### src/design/esr_pkg.sv
// Constants shared by the strap test and subsystem code register block.
// Assumes a byte-addressed 256-byte configuration window behind Wishbone.
package esr_pkg;

    // ****************************************
    // Bus and register map
    // ****************************************
    localparam int          ADDR_W       = 8;
    localparam int          DATA_W       = 32;
    localparam int          SEL_W        = 4;
    localparam logic [7:0]  OFS_EE_TEST  = 8'hCC;
    localparam logic [7:0]  OFS_SUBSYS   = 8'hF0;
    localparam int          WORD_LSB     = 2;

    // ****************************************
    // Test and subsystem register field positions
    // ****************************************
    localparam int          BIT_RSVD_HI  = 31;
    localparam int          BIT_RSVD_LO  = 30;
    localparam int          BIT_LSB_ORD  = 29;
    localparam int          BIT_NORM_SPD = 28;
    localparam int          BIT_LOAD_EN  = 27;
    localparam int          BIT_LOAD_OK  = 26;
    localparam int          BIT_RSVD_25  = 25;
    localparam int          BIT_LOAD_DIS = 24;
    localparam int          VEND_LO      = 0;
    localparam int          VEND_HI      = 15;
    localparam int          DEV_LO       = 16;
    localparam int          DEV_HI       = 31;

    // ****************************************
    // Reset values and strap lines
    // ****************************************
    localparam logic        RST_LOAD_OK  = 1'b0;
    localparam logic        RST_LOAD_DIS = 1'b1;
    localparam logic        RST_STRAP    = 1'b0;
    localparam int          STRAP_W      = 3;
    localparam int          GNT_LSB_ORD  = 2;
    localparam int          GNT_NORM_SPD = 1;
    localparam int          GNT_LOAD_EN  = 0;
    localparam logic [1:0]  STRAP_SETTLE = 2'h2;
    localparam logic [31:0] DATA_ZERO    = 32'h0000_0000;

    // Arbitrary neutral identity codes, not tied to any maker
    localparam logic [15:0] VEND_DFLT    = 16'hA5A5;
    localparam logic [15:0] DEV_DFLT     = 16'h5A5A;

    typedef enum logic [1:0] {
        ESR_ST_SETTLE,
        ESR_ST_HOLD
    } esr_strap_e;

endpackage

### src/design/esr_regs.sv
// Read-only strap test register and subsystem code register on Wishbone.
// Assumes grant pins arrive asynchronously and the autoload engine sits on clk_sys_i.
// What this block does
// - Test register bits 31:30 read zero and reset to zero.
// - Bit 29 picks EEPROM bit order: 0 MSB first (test), 1 LSB first.
// - Bit 29 captured from secondary grant line 2 after reset; not writable.
// - Bit 28 autoload speed: 0 fast, 1 normal (test); from grant line 1.
// - Bit 27 autoload bypass: 0 bypassed (test), 1 autoload; from grant line 0.
// - Bit 26 reads 1 only after a successful autoload; resets to 0.
// - Bit 25 reserved, reads zero, resets to zero.
// - Bit 24 shows autoload disabled when 1; resets to 1.
// - Offset F0h bits 15:0 read vendor code; autoload may replace, writes cannot.
// - Offset F0h bits 31:16 read device code; autoload may replace, writes cannot.
// - Primary and secondary side logic all run on the one primary clock, clk_sys_i.
//
// Implementation choice: the Wishbone register port.
module esr_regs
    import esr_pkg::*;
#(
    parameter logic [15:0] VEND_INIT = esr_pkg::VEND_DFLT, // Arbitrary default
    parameter logic [15:0] DEV_INIT  = esr_pkg::DEV_DFLT   // Arbitrary default
) (
    input  wire logic                        clk_sys_i,        // Primary clock
    input  wire logic                        rst_n_i,          // Async reset, active low
    input  wire logic                        wb_cyc_i,         // Bus cycle
    input  wire logic                        wb_stb_i,         // Bus strobe
    input  wire logic                        wb_we_i,          // Write enable
    input  wire logic [esr_pkg::ADDR_W-1:0]  wb_adr_i,         // Byte address
    input  wire logic [esr_pkg::SEL_W-1:0]   wb_sel_i,         // Byte lanes
    input  wire logic [esr_pkg::DATA_W-1:0]  wb_dat_i,         // Write data
    output logic      [esr_pkg::DATA_W-1:0]  wb_dat_o,         // Read data
    output logic                             wb_ack_o,         // Acknowledge
    input  wire logic [esr_pkg::STRAP_W-1:0] sec_grant_n_i,    // Secondary grant pins
    input  wire logic                        autoload_done_i,  // Autoload finished pulse
    input  wire logic                        autoload_ok_i,    // Autoload succeeded
    input  wire logic                        autoload_wr_i,    // Load new subsystem codes
    input  wire logic [15:0]                 autoload_vend_i,  // Loaded vendor code
    input  wire logic [15:0]                 autoload_dev_i,   // Loaded device code
    output logic                             ee_lsb_first_o,   // Bit order select
    output logic                             ee_normal_spd_o,  // Autoload speed select
    output logic                             ee_load_en_o,     // Autoload may start
    output logic                             strap_valid_o     // Straps captured
);
    import esr_pkg::*;

    // ****************************************
    // Address decode
    // ****************************************
    function automatic logic hit_word(input logic [ADDR_W-1:0] adr, input logic [ADDR_W-1:0] ofs);
        hit_word = (adr[ADDR_W-1:WORD_LSB] == ofs[ADDR_W-1:WORD_LSB]);
    endfunction

    // ****************************************
    // Strap synchroniser and capture
    // ****************************************
    logic [STRAP_W-1:0] grant_meta_r;
    logic [STRAP_W-1:0] grant_sync_r;
    logic [STRAP_W-1:0] strap_r;
    logic [1:0]         settle_r;
    esr_strap_e         strap_st_r;
    logic               load_dis_r;
    logic               load_ok_r;
    logic [15:0]        vend_r;
    logic [15:0]        dev_r;
    logic               req_w;
    logic [DATA_W-1:0]  rd_nxt;
    logic               rd_test_w;
    logic               rd_sub_w;

    // Pins are asynchronous; second stage alone feeds the capture
    always_ff @(posedge clk_sys_i or negedge rst_n_i) begin
        if (!rst_n_i) begin
            grant_meta_r <= '0;
            grant_sync_r <= '0;
        end else begin
            grant_meta_r <= sec_grant_n_i;
            grant_sync_r <= grant_meta_r;
        end
    end

    // Capture waits for the synchroniser to fill after release, then freezes
    always_ff @(posedge clk_sys_i or negedge rst_n_i) begin
        if (!rst_n_i) begin
            settle_r   <= '0;
            strap_st_r <= ESR_ST_SETTLE;
            strap_r    <= {STRAP_W{RST_STRAP}};
        end else begin
            case (strap_st_r)
                ESR_ST_SETTLE: begin
                    if (settle_r == STRAP_SETTLE) begin
                        strap_r    <= grant_sync_r;
                        strap_st_r <= ESR_ST_HOLD;
                    end else begin
                        settle_r <= settle_r + 2'h1;
                    end
                end
                default: begin
                    strap_r <= strap_r;
                end
            endcase
        end
    end

    // ****************************************
    // Autoload state
    // ****************************************
    always_ff @(posedge clk_sys_i or negedge rst_n_i) begin
        if (!rst_n_i) begin
            load_dis_r <= RST_LOAD_DIS;
        end else if (strap_st_r == ESR_ST_SETTLE && settle_r == STRAP_SETTLE) begin
            load_dis_r <= ~grant_sync_r[GNT_LOAD_EN];
        end
    end

    // Success sticks until reset; a disabled autoload never reports success
    always_ff @(posedge clk_sys_i or negedge rst_n_i) begin
        if (!rst_n_i) begin
            load_ok_r <= RST_LOAD_OK;
        end else if (autoload_done_i && autoload_ok_i && !load_dis_r) begin
            load_ok_r <= 1'b1;
        end
    end

    // Only autoload reaches the codes; bus writes never do
    always_ff @(posedge clk_sys_i or negedge rst_n_i) begin
        if (!rst_n_i) begin
            vend_r <= VEND_INIT;
            dev_r  <= DEV_INIT;
        end else if (autoload_wr_i && !load_dis_r) begin
            vend_r <= autoload_vend_i;
            dev_r  <= autoload_dev_i;
        end
    end

    // ****************************************
    // Control outputs
    // ****************************************
    always_ff @(posedge clk_sys_i or negedge rst_n_i) begin
        if (!rst_n_i) begin
            ee_lsb_first_o  <= RST_STRAP;
            ee_normal_spd_o <= RST_STRAP;
            ee_load_en_o    <= 1'b0;
            strap_valid_o   <= 1'b0;
        end else begin
            ee_lsb_first_o  <= strap_r[GNT_LSB_ORD];
            ee_normal_spd_o <= strap_r[GNT_NORM_SPD];
            ee_load_en_o    <= (strap_st_r == ESR_ST_HOLD) && !load_dis_r && !load_ok_r;
            strap_valid_o   <= (strap_st_r == ESR_ST_HOLD);
        end
    end

    // ****************************************
    // Wishbone slave
    // ****************************************
    assign req_w = wb_cyc_i && wb_stb_i && !wb_ack_o;

    // Read decodes shared by the read-back checks
    assign rd_test_w = req_w && !wb_we_i && hit_word(wb_adr_i, OFS_EE_TEST);
    assign rd_sub_w  = req_w && !wb_we_i && hit_word(wb_adr_i, OFS_SUBSYS);

    always_comb begin
        rd_nxt = DATA_ZERO;
        if (hit_word(wb_adr_i, OFS_EE_TEST)) begin
            rd_nxt[BIT_RSVD_HI:BIT_RSVD_LO] = '0;
            rd_nxt[BIT_LSB_ORD]  = strap_r[GNT_LSB_ORD];
            rd_nxt[BIT_NORM_SPD] = strap_r[GNT_NORM_SPD];
            rd_nxt[BIT_LOAD_EN]  = strap_r[GNT_LOAD_EN];
            rd_nxt[BIT_LOAD_OK]  = load_ok_r;
            rd_nxt[BIT_RSVD_25]  = 1'b0;
            rd_nxt[BIT_LOAD_DIS] = load_dis_r;
        end else if (hit_word(wb_adr_i, OFS_SUBSYS)) begin
            rd_nxt[VEND_HI:VEND_LO] = vend_r;
            rd_nxt[DEV_HI:DEV_LO]   = dev_r;
        end
    end

    // Every access is acked one cycle later; writes change nothing and unmapped reads return zero
    always_ff @(posedge clk_sys_i or negedge rst_n_i) begin
        if (!rst_n_i) begin
            wb_ack_o <= 1'b0;
            wb_dat_o <= DATA_ZERO;
        end else begin
            wb_ack_o <= req_w;
            if (req_w && !wb_we_i) begin
                wb_dat_o <= rd_nxt;
            end
        end
    end

    // ****************************************
    // Checks
    // ****************************************
    rsvd_zero_a: assert property (@(posedge clk_sys_i) disable iff (!rst_n_i)
        req_w && !wb_we_i && hit_word(wb_adr_i, OFS_EE_TEST)
        |=> wb_ack_o && wb_dat_o[BIT_RSVD_HI:BIT_RSVD_LO] == 2'h0 && !wb_dat_o[BIT_RSVD_25])
        else $error("reserved test bits read nonzero");

    bit_order_a: assert property (@(posedge clk_sys_i) disable iff (!rst_n_i)
        strap_valid_o |-> ee_lsb_first_o == strap_r[GNT_LSB_ORD])
        else $error("bit order output differs from strap");

    strap_cap_a: assert property (@(posedge clk_sys_i) disable iff (!rst_n_i)
        strap_st_r == ESR_ST_SETTLE && settle_r == STRAP_SETTLE |=> strap_r == $past(grant_sync_r))
        else $error("strap not captured from grant lines");

    speed_out_a: assert property (@(posedge clk_sys_i) disable iff (!rst_n_i)
        strap_valid_o |-> ee_normal_spd_o == strap_r[GNT_NORM_SPD])
        else $error("speed output differs from strap");

    bypass_dis_a: assert property (@(posedge clk_sys_i) disable iff (!rst_n_i)
        strap_st_r == ESR_ST_HOLD |-> load_dis_r == !strap_r[GNT_LOAD_EN])
        else $error("disable bit disagrees with bypass strap");

    load_ok_a: assert property (@(posedge clk_sys_i) disable iff (!rst_n_i)
        $rose(load_ok_r) |-> $past(autoload_done_i && autoload_ok_i && !load_dis_r))
        else $error("success set without successful autoload");

    dis_reset_a: assert property (@(posedge clk_sys_i) disable iff (!rst_n_i)
        strap_st_r == ESR_ST_SETTLE |-> load_dis_r && !ee_load_en_o)
        else $error("autoload enabled before straps latched");

    vend_write_a: assert property (@(posedge clk_sys_i) disable iff (!rst_n_i)
        !$past(autoload_wr_i) |-> $stable(vend_r))
        else $error("vendor code changed without autoload");

    dev_write_a: assert property (@(posedge clk_sys_i) disable iff (!rst_n_i)
        !$past(autoload_wr_i) |-> $stable(dev_r))
        else $error("device code changed without autoload");

    strap_hold_a: assert property (@(posedge clk_sys_i) disable iff (!rst_n_i)
        $past(strap_st_r == ESR_ST_HOLD) |-> $stable(strap_r) && strap_st_r == ESR_ST_HOLD)
        else $error("strap bits moved after capture");

    // ****************************************
    // Read-back and hold checks
    // ****************************************
    // Read data is judged one edge after the request is taken, against the state sampled at the request edge
    rd_order_a: assert property (@(posedge clk_sys_i) disable iff (!rst_n_i)
        rd_test_w |=> wb_dat_o[BIT_LSB_ORD] == $past(strap_r[GNT_LSB_ORD]))
        else $error("bit order read differs from captured strap");

    rd_speed_a: assert property (@(posedge clk_sys_i) disable iff (!rst_n_i)
        rd_test_w |=> wb_dat_o[BIT_NORM_SPD] == $past(strap_r[GNT_NORM_SPD]))
        else $error("speed read differs from captured strap");

    rd_bypass_a: assert property (@(posedge clk_sys_i) disable iff (!rst_n_i)
        rd_test_w |=> wb_dat_o[BIT_LOAD_EN] == $past(strap_r[GNT_LOAD_EN]))
        else $error("bypass read differs from captured strap");

    rd_status_a: assert property (@(posedge clk_sys_i) disable iff (!rst_n_i)
        rd_test_w |=> wb_dat_o[BIT_LOAD_OK] == $past(load_ok_r))
        else $error("status read differs from success flag");

    rsvd_low_a: assert property (@(posedge clk_sys_i) disable iff (!rst_n_i)
        rd_test_w |=> !wb_dat_o[BIT_RSVD_25] && wb_dat_o[BIT_LOAD_DIS-1:0] == '0)
        else $error("reserved test bits read nonzero");

    rd_disable_a: assert property (@(posedge clk_sys_i) disable iff (!rst_n_i)
        rd_test_w |=> wb_dat_o[BIT_LOAD_DIS] == $past(load_dis_r))
        else $error("disable read differs from disable flag");

    rd_vend_a: assert property (@(posedge clk_sys_i) disable iff (!rst_n_i)
        rd_sub_w |=> wb_dat_o[VEND_HI:VEND_LO] == $past(vend_r))
        else $error("vendor code read differs from register");

    rd_dev_a: assert property (@(posedge clk_sys_i) disable iff (!rst_n_i)
        rd_sub_w |=> wb_dat_o[DEV_HI:DEV_LO] == $past(dev_r))
        else $error("device code read differs from register");

    wr_inert_a: assert property (@(posedge clk_sys_i) disable iff (!rst_n_i)
        req_w && wb_we_i |=> $stable(wb_dat_o))
        else $error("write disturbed read data");

    ok_needs_en_a: assert property (@(posedge clk_sys_i) disable iff (!rst_n_i)
        load_ok_r |-> !load_dis_r)
        else $error("success reported while autoload disabled");

    ok_sticky_a: assert property (@(posedge clk_sys_i) disable iff (!rst_n_i)
        $past(load_ok_r) |-> load_ok_r)
        else $error("success flag cleared without reset");

    load_en_out_a: assert property (@(posedge clk_sys_i) disable iff (!rst_n_i)
        ee_load_en_o |-> $past(!load_dis_r && !load_ok_r))
        else $error("autoload enabled while bypassed or done");

    sync_path_a: assert property (@(posedge clk_sys_i) disable iff (!rst_n_i)
        grant_sync_r == $past(grant_meta_r))
        else $error("grant synchroniser skipped a stage");

    dis_hold_a: assert property (@(posedge clk_sys_i) disable iff (!rst_n_i)
        $past(strap_st_r == ESR_ST_HOLD) |-> $stable(load_dis_r))
        else $error("disable bit moved after capture");

    out_hold_a: assert property (@(posedge clk_sys_i) disable iff (!rst_n_i)
        $past(strap_valid_o) |-> strap_valid_o && $stable(ee_lsb_first_o) && $stable(ee_normal_spd_o))
        else $error("strap outputs moved after capture");

    settle_lim_a: assert property (@(posedge clk_sys_i) disable iff (!rst_n_i)
        strap_st_r == ESR_ST_SETTLE |-> settle_r <= STRAP_SETTLE)
        else $error("settle count ran past capture point");

    vend_gate_a: assert property (@(posedge clk_sys_i) disable iff (!rst_n_i)
        $past(load_dis_r) |-> $stable(vend_r))
        else $error("vendor code loaded while autoload disabled");

    dev_gate_a: assert property (@(posedge clk_sys_i) disable iff (!rst_n_i)
        $past(load_dis_r) |-> $stable(dev_r))
        else $error("device code loaded while autoload disabled");

endmodule

### config.mk
export PLATFORM = sky130hd
export DESIGN_NAME = esr_regs
export DESIGN_NICKNAME = d
export VERILOG_FILES = /design/src/design/esr_pkg.sv /design/src/design/esr_regs.sv
export SDC_FILE = /design/constraint.sdc
export NUM_CORES = 1
export LEC_CHECK = 0
export ABC_AREA = 1
export BUFFER_PORTS_ARGS = -buffer_cell sky130_fd_sc_hd__buf_4
export CORE_MARGIN = 2
export CORE_UTILIZATION = 48
export DETAILED_ROUTE_END_ITERATION = 10
export PLACE_DENSITY = 0.76
export SYNTH_ARGS = -nofsm -noshare
export SYNTH_HDL_FRONTEND = slang
export SYNTH_SLANG_ARGS = --single-unit
### constraint.sdc
create_clock -name clk_sys_i -period 1.57 [get_ports clk_sys_i]
set_input_delay 0.2355 -clock clk_sys_i [delete_from_list [all_inputs] [get_ports clk_sys_i]]
set_output_delay 0.2355 -clock clk_sys_i [all_outputs]
set_load 0.05 [all_outputs]
Yosys cells after proc, flatten, opt, wreduce, memory -nomap -nowiden
Cells that the tools add are included.

Flip-flop bits (word level): 83. Input port bits: 87. Output and inout bits: 37.

Add/sub/neg operators: 1. Reduce and logical (&&, ||, !) cells: 16. Bitwise gates (word level): 2. Mux-type cells: 3. Equal/unequal tests: 3.

Operators by type and width (number): $mux 32 (1); $mux 24 (1); $eq 6x6->1 const B (2); $logic_and 1x1->1 (9); $mux 8 (1); $logic_not 1->1 (4); $reduce_and 2->1 (2); $add 2x1->2 const B (1); $eq 2x2->1 const B (1); $logic_not 2->1 (1); $not 1->1 (2).

Logic depth before layout (Yosys ltp)
Gate-level depths: netlist (run 1).

Depth after elaboration: 3. Mapped depth: 7.

Least setup slack after synthesis (run 1)
Ideal clock, no wire load.

Kind: reg-to-reg. Start: reg wb_ack_o. End: reg wb_dat_o[0] (netlist name). Setup slack: 0.198 ns. Setup time: 0.123 ns. Period minus slack after synthesis: 1.372 ns. Stages on the path, launching flop included: 6. Arrival time: 1.248 ns. Required time: 1.447 ns. Cells stage by stage: dfrtp_1 > nor3_4 > inv_2 > buf_2 > nand2_1 > o21ai_1.

Cells in the longest elaborated chain, start to end: 3.

RTL lines: start: declaration (RTL line esr_regs.sv:32) `output logic wb_ack_o,`; start signal: assignment (RTL line esr_regs.sv:183) `wb_ack_o <= req_w;`; $logic_not 1->1 (RTL line esr_regs.sv:155) `assign req_w = wb_cyc_i && wb_stb_i && !wb_ack_o;`; $logic_and 1x1->1 (RTL line esr_regs.sv:155); $logic_and 1x1->1 (RTL line esr_regs.sv:184) `if (req_w && !wb_we_i) begin`; end signal: assignment (RTL line esr_regs.sv:185) `wb_dat_o <= rd_nxt;`; end: declaration (RTL line esr_regs.sv:31) `output logic [esr_pkg::DATA_W-1:0] wb_dat_o,`.

Every way passes these cells. A chain may end at the register's enable or synchronous reset.

Worst setup path after layout (run 1)
Start: reg load_dis_r. End: reg vend_r[4].

Cells in the longest elaborated chain, start to end: 2.

RTL lines: start: declaration (RTL line esr_regs.sv:61) `logic load_dis_r;`; start signal: assignment (RTL line esr_regs.sv:111) `load_dis_r <= ~grant_sync_r[GNT_LOAD_EN];`; $logic_not 1->1 (RTL line esr_regs.sv:129) `end else if (autoload_wr_i && !load_dis_r) begin`; $logic_and 1x1->1 (RTL line esr_regs.sv:129); end signal: assignment (RTL line esr_regs.sv:130) `vend_r <= autoload_vend_i;`; end: declaration (RTL line esr_regs.sv:63) `logic [15:0] vend_r;`.

Every way passes these cells.

==> results.yml, run 1 <==
status:
  status: "finished, final reports clean"
floorplan:
  rows: 29
  die_x_um: 85.6
  start_util_pct: 50.0
  core-area_um2: 6390
  fp.dieH_um: 85.6
  die-area_um2: 7320
  pin_count: 124
clocking:
  cts-hold-fix-buffers: 4
  cts.clk_slew.worst_paths_ps: 80
  ctsRootBufferMaster: "clkbuf_8"
  cts_buffers: 9
  cts_resized: 0
  cts_tree: "done"
  insertion_delay_ps: 330
  clk_path_buf_depth: 2
  clock_sinks: 83
  htree_levels: 3
  postCtsSetupBuffers: 0
global_route:
  grt_pass1_vias: 2226
  grt_pass1_wl_mm: 10.5
  grt_overflow: 0
  grt_usage_pct: 18.4
  antenna_found_initial: 0
  grt_max_degree: 33
sta:
  finalCriticalPeriod_ps: 1470
  maxSlewViolCount: 0
  hold_violations: 0
  finalSetupTns_ps: 0
  slew_headroom_pct: 61.8
  setup_viol: 0
  fin_skew_ps: 6.91
  rsz0062_at_grt: "false"
  max_freq_mhz: 680
  finalCritPeriodShare_pct: 93.7
  tightest_slew_ps: 571
place:
  hpwl_mm: 4.34
  globalplace.congestion: 0.793
  portBuffers: 85
yosys:
  muxShareOfSynthArea_pct: 11.3
  synth_cells: 275
  synth_seq_cells: 83
  synthSimpleGateAreaFrac_pct: 14.1
  synth.net_count: 363
  synthAdderAreaFrac_pct: 0.392
  synth_top_family_by_area: "simple AND/OR/NAND/NOR gates"
  avgSynthCellArea_um2: 11.6
  yosysUniqueCellTypes: 22
  syn_area_um2: 3190
  ys_warn_count: 0
  synthXorXnorAreaFrac_pct: 0.274
  synth_compound_area_share_pct: 4.90
  seq_area_frac_synth_pct: 65.7
routing:
  wl_mm: 6.16
  dr.first_iter.drc_count: 146
  detail_route.vias_per_cell: 4.89
  vias: 2215
  firstDrtPassIters: 4
  drc: 0
  routedWlPerCell_um: 13.6
  drtAntennaViolNets: 0
power_and_ir_drop:
  peakVddDrop_uv: 672
  p_leak_nw: 2.01
  power.density_nw_per_um2: 1070
cells_and_area:
  num-fill-cells: 500
  ff_latch_area_um2: 2100
  finish.utilization_pct: 65.7
  multi_input_area_um2: 988
  diodes: 0
  layout.nets: 459
  drive_gt1_share_pct: 43.6
  syn2layout_area_growth_pct: 31.4
critical_path:
  cp.required_ps: 1790
  startpoint_type: "flip-flop"
  crit_path_end_kind: "flip-flop"
  arrival_ps: 1690
  path_class: "flip-flop to flip-flop"
  path_max_fanout: 8
job:
  maxCapViolCount: 0
min_path:
  hold_class: "input pin to flip-flop"
[critical path, cell delays in order (launching register included)]
cell and delay (ps):
dfstp_2 560, inv_1 80, nand2_2 160, buf_4 210, mux2_2 340
[worst paths after layout]
path	slack, ps	from	endpoint	cells after the start
setup / recovery	100	load_dis_r	vend_r[4]	4
hold / removal	130	autoload_vend_i[13]	vend_r[13]	2
setup reg to reg	100	load_dis_r	vend_r[4]	4
hold reg to reg	350	grant_meta_r[2]	grant_sync_r[2]	0
max in group asynchronous	660	rst_n_i	vend_r[0]	3
min in group asynchronous	360	rst_n_i	grant_sync_r[2]	2
[area by class of cell]
class | instances | area share, %
clock buffer | 9 | 2.95
clock inverter | 7 | 2.18
inverter | 8 | 0.716
multi-input combinational | 173 | 23.6
sequential | 83 | 50.0
tap | 77 | 2.30
timing repair buffer | 96 | 18.3
[stage by stage]
step	setup WS (ps)	hold slack, ps	area [um^2]	cells	total power [W]
after global routing	29.2	106	4200	453	0.00470
after detailed placement	112	176	3940	433	0.00290
after global placement	130	172	3940	433	0.00288
after CTS	94.6	108	4200	453	0.00454
after floorplan	198	-60.1	3190	275	0.00268
final	99.1	125	4200	453	0.00449
[flip-flops by register name, summed over array words and instances (netlist names), 2 cells and up]
name	count
strap_r	3
settle_r	2
dev_r	16
grant_meta_r	3
vend_r	16
grant_sync_r	3
wb_dat_o	32
[routing by layer]
metal,part of all wire [%],wire length (um),GRT usage [%],up-vias
li1,-,-,-,1082
met3,6.2,383,4.72,8
met2,50,3060,28.9,58
met1,43,2630,24.6,1067
met4,1.5,91,7.79,0
met5,0,0,0,-
[cell usage after synthesis (all sizes together)]
cell     n  area share (%)
ha       1            0.39
nand2   88              11
buf     11             2.4
inv      8            0.94
mux2    32              11
dfrtp   66              52
o21bai   1            0.24
nor2     9             1.4
o21ai   28             4.4
nand3   10             1.6
nor3     2            0.67
dfstp   17              14
a31o     1            0.27
xor2     1            0.27
[power breakdown]
group | internal [W] | total [W] | switching (W)
clock | 0.000893 | 0.00163 | 0.000739
sequential | 0.00233 | 0.00240 | 0.0000728
combinational | 0.000238 | 0.000452 | 0.000215
total | 0.00346 | 0.00449 | 0.00103
[cell usage in the layout (no fill, tap or decap), types with 2 or more instances in the layout]
cell           count
buf_12             3
mux2_2            32
dfstp_2           17
buf_4             89
nand3_1           10
o21ai_1           25
nand2_1           86
clkinv_2           3
clkbuf_8           9
o21ai_0            3
inv_1              7
dlygate4sd3_1      4
dfrtp_1           66
bufinv_16          2
nor2_1             7
nand2_2            2
[cell families after synthesis]
family / after synthesis
and+or+nand+nor: 109
DFF: 83
muxes: 32
AOI/OAI and AO/OA: 30
buffers and inverters: 19
xor gates and xnor gates: 1
adders and majority gates: 1
No activity file was read; power rests on OpenSTA's default activity.
==> inputs of run 2 (changes only) <==
--- a/config.mk
+++ b/config.mk
@@ -11,5 +11,6 @@
 export CORE_UTILIZATION = 48
 export DETAILED_ROUTE_END_ITERATION = 10
-export PLACE_DENSITY = 0.76
+export HOLD_SLACK_MARGIN = 0.02
+export PLACE_DENSITY = 0.87
 export SYNTH_ARGS = -nofsm -noshare
 export SYNTH_HDL_FRONTEND = slang
==> constraint.sdc (replaced) <==
create_clock -name clk_sys_i -period 1.57 [get_ports clk_sys_i]
set_input_delay 0.157 -clock clk_sys_i [delete_from_list [all_inputs] [get_ports clk_sys_i]]
set_output_delay 0.157 -clock clk_sys_i [all_outputs]
set_load 0.05 [all_outputs]
==> results.yml, run 2 (synthesized netlist as in run 1, its figures left out) <==
clocking:
  cts.clk_slew.worst_paths_ps: 80
  cts_buffers: 9
  clk_path_buf_depth: 2
  cts_resized: 0
  cts-hold-fix-buffers: 4
  cts_tree: "done"
  insertion_delay_ps: 340
  clock_sinks: 83
  postCtsSetupBuffers: 0
  htree_levels: 3
  ctsRootBufferMaster: "clkbuf_8"
global_route:
  grt_overflow: 0
  antenna_found_initial: 0
  grt_pass1_vias: 2418
  grt_usage_pct: 19.6
  grt_max_degree: 51
  grt_pass1_wl_mm: 11.1
job:
  maxCapViolCount: 0
cells_and_area:
  finish.utilization_pct: 66.3
  layout.nets: 458
  final_cell_area_um2: 4240
  final_common_cell: "buf_4"
  diodes: 0
  reg_top3: "wb_dat_o x32, dev_r x16, vend_r x16"
  layout_common_cells: "buf_4, nand2_1, dfrtp_1, mux2_2, o21ai_1"
  largest_reg_flops: 32
  drive_gt1_share_pct: 43.5
  top_register: "wb_dat_o"
  syn2layout_area_growth_pct: 32.6
critical_path:
  cp_slowest_cell: "dfstp_2"
  startpoint_type: "flip-flop"
  crit_buf_inv: 2
  arrival_ps: 1620
  cp.required_ps: 1780
  path_cells: "inv_1, nand2_2, buf_12, mux2_2"
  critical-path-top-delay-family: "flip-flops"
  crit_path_end_kind: "flip-flop"
  cpPeakStageDelay_ps: 550
  path_class: "flip-flop to flip-flop"
  path_max_fanout: 25
floorplan:
  start_util_pct: 50.0
  rows: 29
  fp.dieH_um: 85.6
  pin_count: 124
  core-area_um2: 6390
  die_x_um: 85.6
  die-area_um2: 7320
sta:
  fin_hold_ws_ps: 46.2
  tightest_slew_ps: 568
  fin_skew_ps: 9.60
  setup_viol: 0
  finalSetupTns_ps: 0
  maxSlewViolCount: 0
  finalCriticalPeriod_ps: 1400
  slew_headroom_pct: 62.1
  finalCritPeriodShare_pct: 89.5
  max_freq_mhz: 712
  rsz0062_at_grt: "false"
  hold_violations: 0
routing:
  wl_met1_mm: 2.70
  wl_mm: 6.49
  met2WireLength_mm: 3.35
  route.met3.wl_um: 347
  vias: 2241
  detail_route.vias_per_cell: 4.96
  top_layer_used: "met4"
  drtAntennaViolNets: 0
  dr.first_iter.drc_count: 124
  routedWlPerCell_um: 14.4
  firstDrtPassIters: 4
  drc: 0
place:
  portBuffers: 85
  hpwl_mm: 4.50
  place_area_um2: 3920
  globalplace.congestion: 0.815
power_and_ir_drop:
  p_leak_nw: 2.02
  peakVddDrop_uv: 742
  power.density_nw_per_um2: 1150
min_path:
  hold_class: "input pin to flip-flop"
status:
  status: "finished, final reports clean"
==> run 2: layout make-up <==
cell class                 count  area (um^2)
inverter                       8         30.0
clock buffer                  10          138
fill                         501         2150
multi-input combinational    173          988
clock inverter                 6          136
timing repair buffer          95          748
tap                           77         96.3
sequential                    83         2100
==> run 2: worst reg2reg max path: cells and delay by family, from the launching register on <==
family,cells,cell delay [ps]
multiplexers,1,360
buffers and inverters,2,270
flip-flops,1,550
AND/OR/NAND/NOR,1,100
==> run 2: metrics by stage <==
stage	setup slack [ps]	total power [W]	cells
floorplan	198	0.00268	275
global placement	196	0.00287	432
detailed placement	180	0.00290	432
CTS	159	0.00491	452
global route	72.5	0.00507	452
finish	165	0.00485	452
==> run 2: layer usage <==
layer / global-route usage (%) / vias up
met1: 24.1 / 1075
met2: 32.7 / 66
met5: 0 / -
met3: 4.91 / 9
met4: 9.38 / 0
li1: - / 1091
==> run 2: final timing paths <==
| kind | startpoint | to | slack [ps] | cells past startpoint |
|---|---|---|---|---|
| worst max-delay path | load_dis_r | dev_r[13] | 170 | 4 |
| worst min-delay path | autoload_dev_i[4] | dev_r[4] | 50 | 2 |
| worst max register to register | load_dis_r | dev_r[13] | 170 | 4 |
| worst min register to register | grant_meta_r[1] | grant_sync_r[1] | 350 | 0 |
| max in group asynchronous | rst_n_i | dev_r[14] | 660 | 3 |
| min in group asynchronous | rst_n_i | grant_meta_r[0] | 270 | 2 |
==> run 2: power breakdown <==
part | total (W) | leakage (nW) | internal, W | switching [W]
clock network | 0.00200 | 0.133 | 0.00126 | 0.000734
registers | 0.00241 | 1.02 | 0.00233 | 0.0000769
logic | 0.000450 | 0.869 | 0.000233 | 0.000216
total | 0.00485 | 2.02 | 0.00383 | 0.00103
==> inputs of run 3 (changes only) <==
RECOVER_POWER = 100   (was not set)
==> results.yml, run 3 (synthesized netlist as in run 1, its figures left out) <==
routing:
  wl_mm: 6.52
  firstDrtPassIters: 4
  drc: 0
  dr.first_iter.drc_count: 115
  vias: 2259
  detail_route.vias_per_cell: 5.00
  drtAntennaViolNets: 0
  routedWlPerCell_um: 14.4
global_route:
  grt_pass1_vias: 2418
  antenna_found_initial: 0
  grt_usage_pct: 19.6
  grt_util_met2_pct: 32.7
  grt_pass1_wl_mm: 11.1
  grt.busiest_layer: "met2"
  grt_max_degree: 51
  gr-usage-met3_pct: 4.91
  grt_overflow: 0
  met1_usage_pct: 24.1
sta:
  finalSetupTns_ps: 0
  tightest_slew_ps: 699
  max_freq_mhz: 696
  slew_headroom_pct: 53.4
  layout_setup_ws_ps: 133
  setup_viol: 0
  rsz0062_at_grt: "false"
  maxSlewViolCount: 0
  fin_skew_ps: 9.46
  hold_violations: 0
  finalCritPeriodShare_pct: 91.5
  finalCriticalPeriod_ps: 1440
place:
  globalplace.congestion: 0.815
  portBuffers: 85
  place_ws_ps: 180
  hpwl_mm: 4.50
cells_and_area:
  syn2layout_area_growth_pct: 27.7
  final_common_cell: "nand2_1"
  diodes: 0
  largest_reg_flops: 32
  finish.utilization_pct: 63.8
  layout_common_cells: "nand2_1, dfrtp_1, buf_4, clkbuf_1, mux2_2"
  drive_gt1_share_pct: 33.1
  num-fill-cells: 535
  layout.nets: 458
  top_register: "wb_dat_o"
  reg_top3: "wb_dat_o x32, dev_r x16, vend_r x16"
clocking:
  cts-hold-fix-buffers: 4
  insertion_delay_ps: 340
  cts.clk_slew.worst_paths_ps: 80
  clk_path_buf_depth: 2
  cts_buffers: 9
  postCtsSetupBuffers: 0
  clock_sinks: 83
  htree_levels: 3
  cts_tree: "done"
  cts_resized: 0
  ctsRootBufferMaster: "clkbuf_8"
floorplan:
  core-area_um2: 6390
  rows: 29
  fp.dieH_um: 85.6
  pin_count: 124
  die_x_um: 85.6
  start_util_pct: 50.0
  die-area_um2: 7320
critical_path:
  path_max_fanout: 7
  crit_path_end_kind: "flip-flop"
  arrival_ps: 1660
  cp.required_ps: 1790
  startpoint_type: "flip-flop"
  path_class: "flip-flop to flip-flop"
status:
  status: "finished, final reports clean"
power_and_ir_drop:
  peakVddDrop_uv: 740
  p_leak_nw: 1.87
  power.density_nw_per_um2: 1190
job:
  maxCapViolCount: 0
min_path:
  hold_class: "input pin to flip-flop"
run 3: changes by cell type in the layout (fill, tap and decap cells not counted):
| cell | delta |
|---|---|
| dfstp_1 | +1 |
| buf_6 | +1 |
| clkbuf_2 | +3 |
| buf_4 | -44 |
| o21ai_1 | -25 |
| clkbuf_1 | +38 |
| o21ai_0 | +25 |
| clkbuf_4 | +3 |
| buf_12 | -1 |
| dfstp_2 | -1 |
run 3: critical path, stage by stage, from the launching register on:
cell	delay, ps
dfstp_1	560
inv_1	100
nand2_2	100
clkbuf_2	200
mux2_2	360
run 3: cell type report:
cell class / count / area, um^2 / area share [%]
clock buffer: 10 / 138 / 3.38
timing repair buffer: 95 / 589 / 14.5
multi-input combinational: 173 / 988 / 24.2
inverter: 8 / 30.0 / 0.737
tap: 77 / 96.3 / 2.36
sequential: 83 / 2100 / 51.5
clock inverter: 6 / 136 / 3.35
run 3: power by group:
| group | internal, W | total (W) | switching, W |
|---|---|---|---|
| registers | 0.00233 | 0.00241 | 0.0000765 |
| clock network | 0.00126 | 0.00200 | 0.000734 |
| logic | 0.000214 | 0.000427 | 0.000214 |
run 3: worst paths after layout:
path	startpoint	to	slack, ps	cells after the start
worst max-delay path	load_dis_r	vend_r[11]	130	4
worst min-delay path	autoload_dev_i[4]	dev_r[4]	50	2
worst max register to register	load_dis_r	vend_r[11]	130	4
worst min register to register	grant_meta_r[1]	grant_sync_r[1]	350	0
max in group asynchronous	rst_n_i	dev_r[14]	290	3
min in group asynchronous	rst_n_i	grant_meta_r[0]	400	2
run 3: metrics by stage:
stage | instances | hold WS, ps | total power, W | area [um^2]
6_report | 452 | 45.3 | 0.00483 | 4080
2_1_floorplan | 275 | -139 | 0.00268 | 3190
3_5_place_dp | 432 | 102 | 0.00290 | 3920
3_3_place_gp | 432 | 99.4 | 0.00287 | 3920
4_1_cts | 452 | 27.5 | 0.00491 | 4240
5_1_grt | 452 | 30.5 | 0.00505 | 4080
run 3: per-layer routing:
metal,share of wire [%],vias up
li1,-,1089
met1,41,1084
met2,51,75
met3,5.8,11
met4,1.6,0
met5,0,-
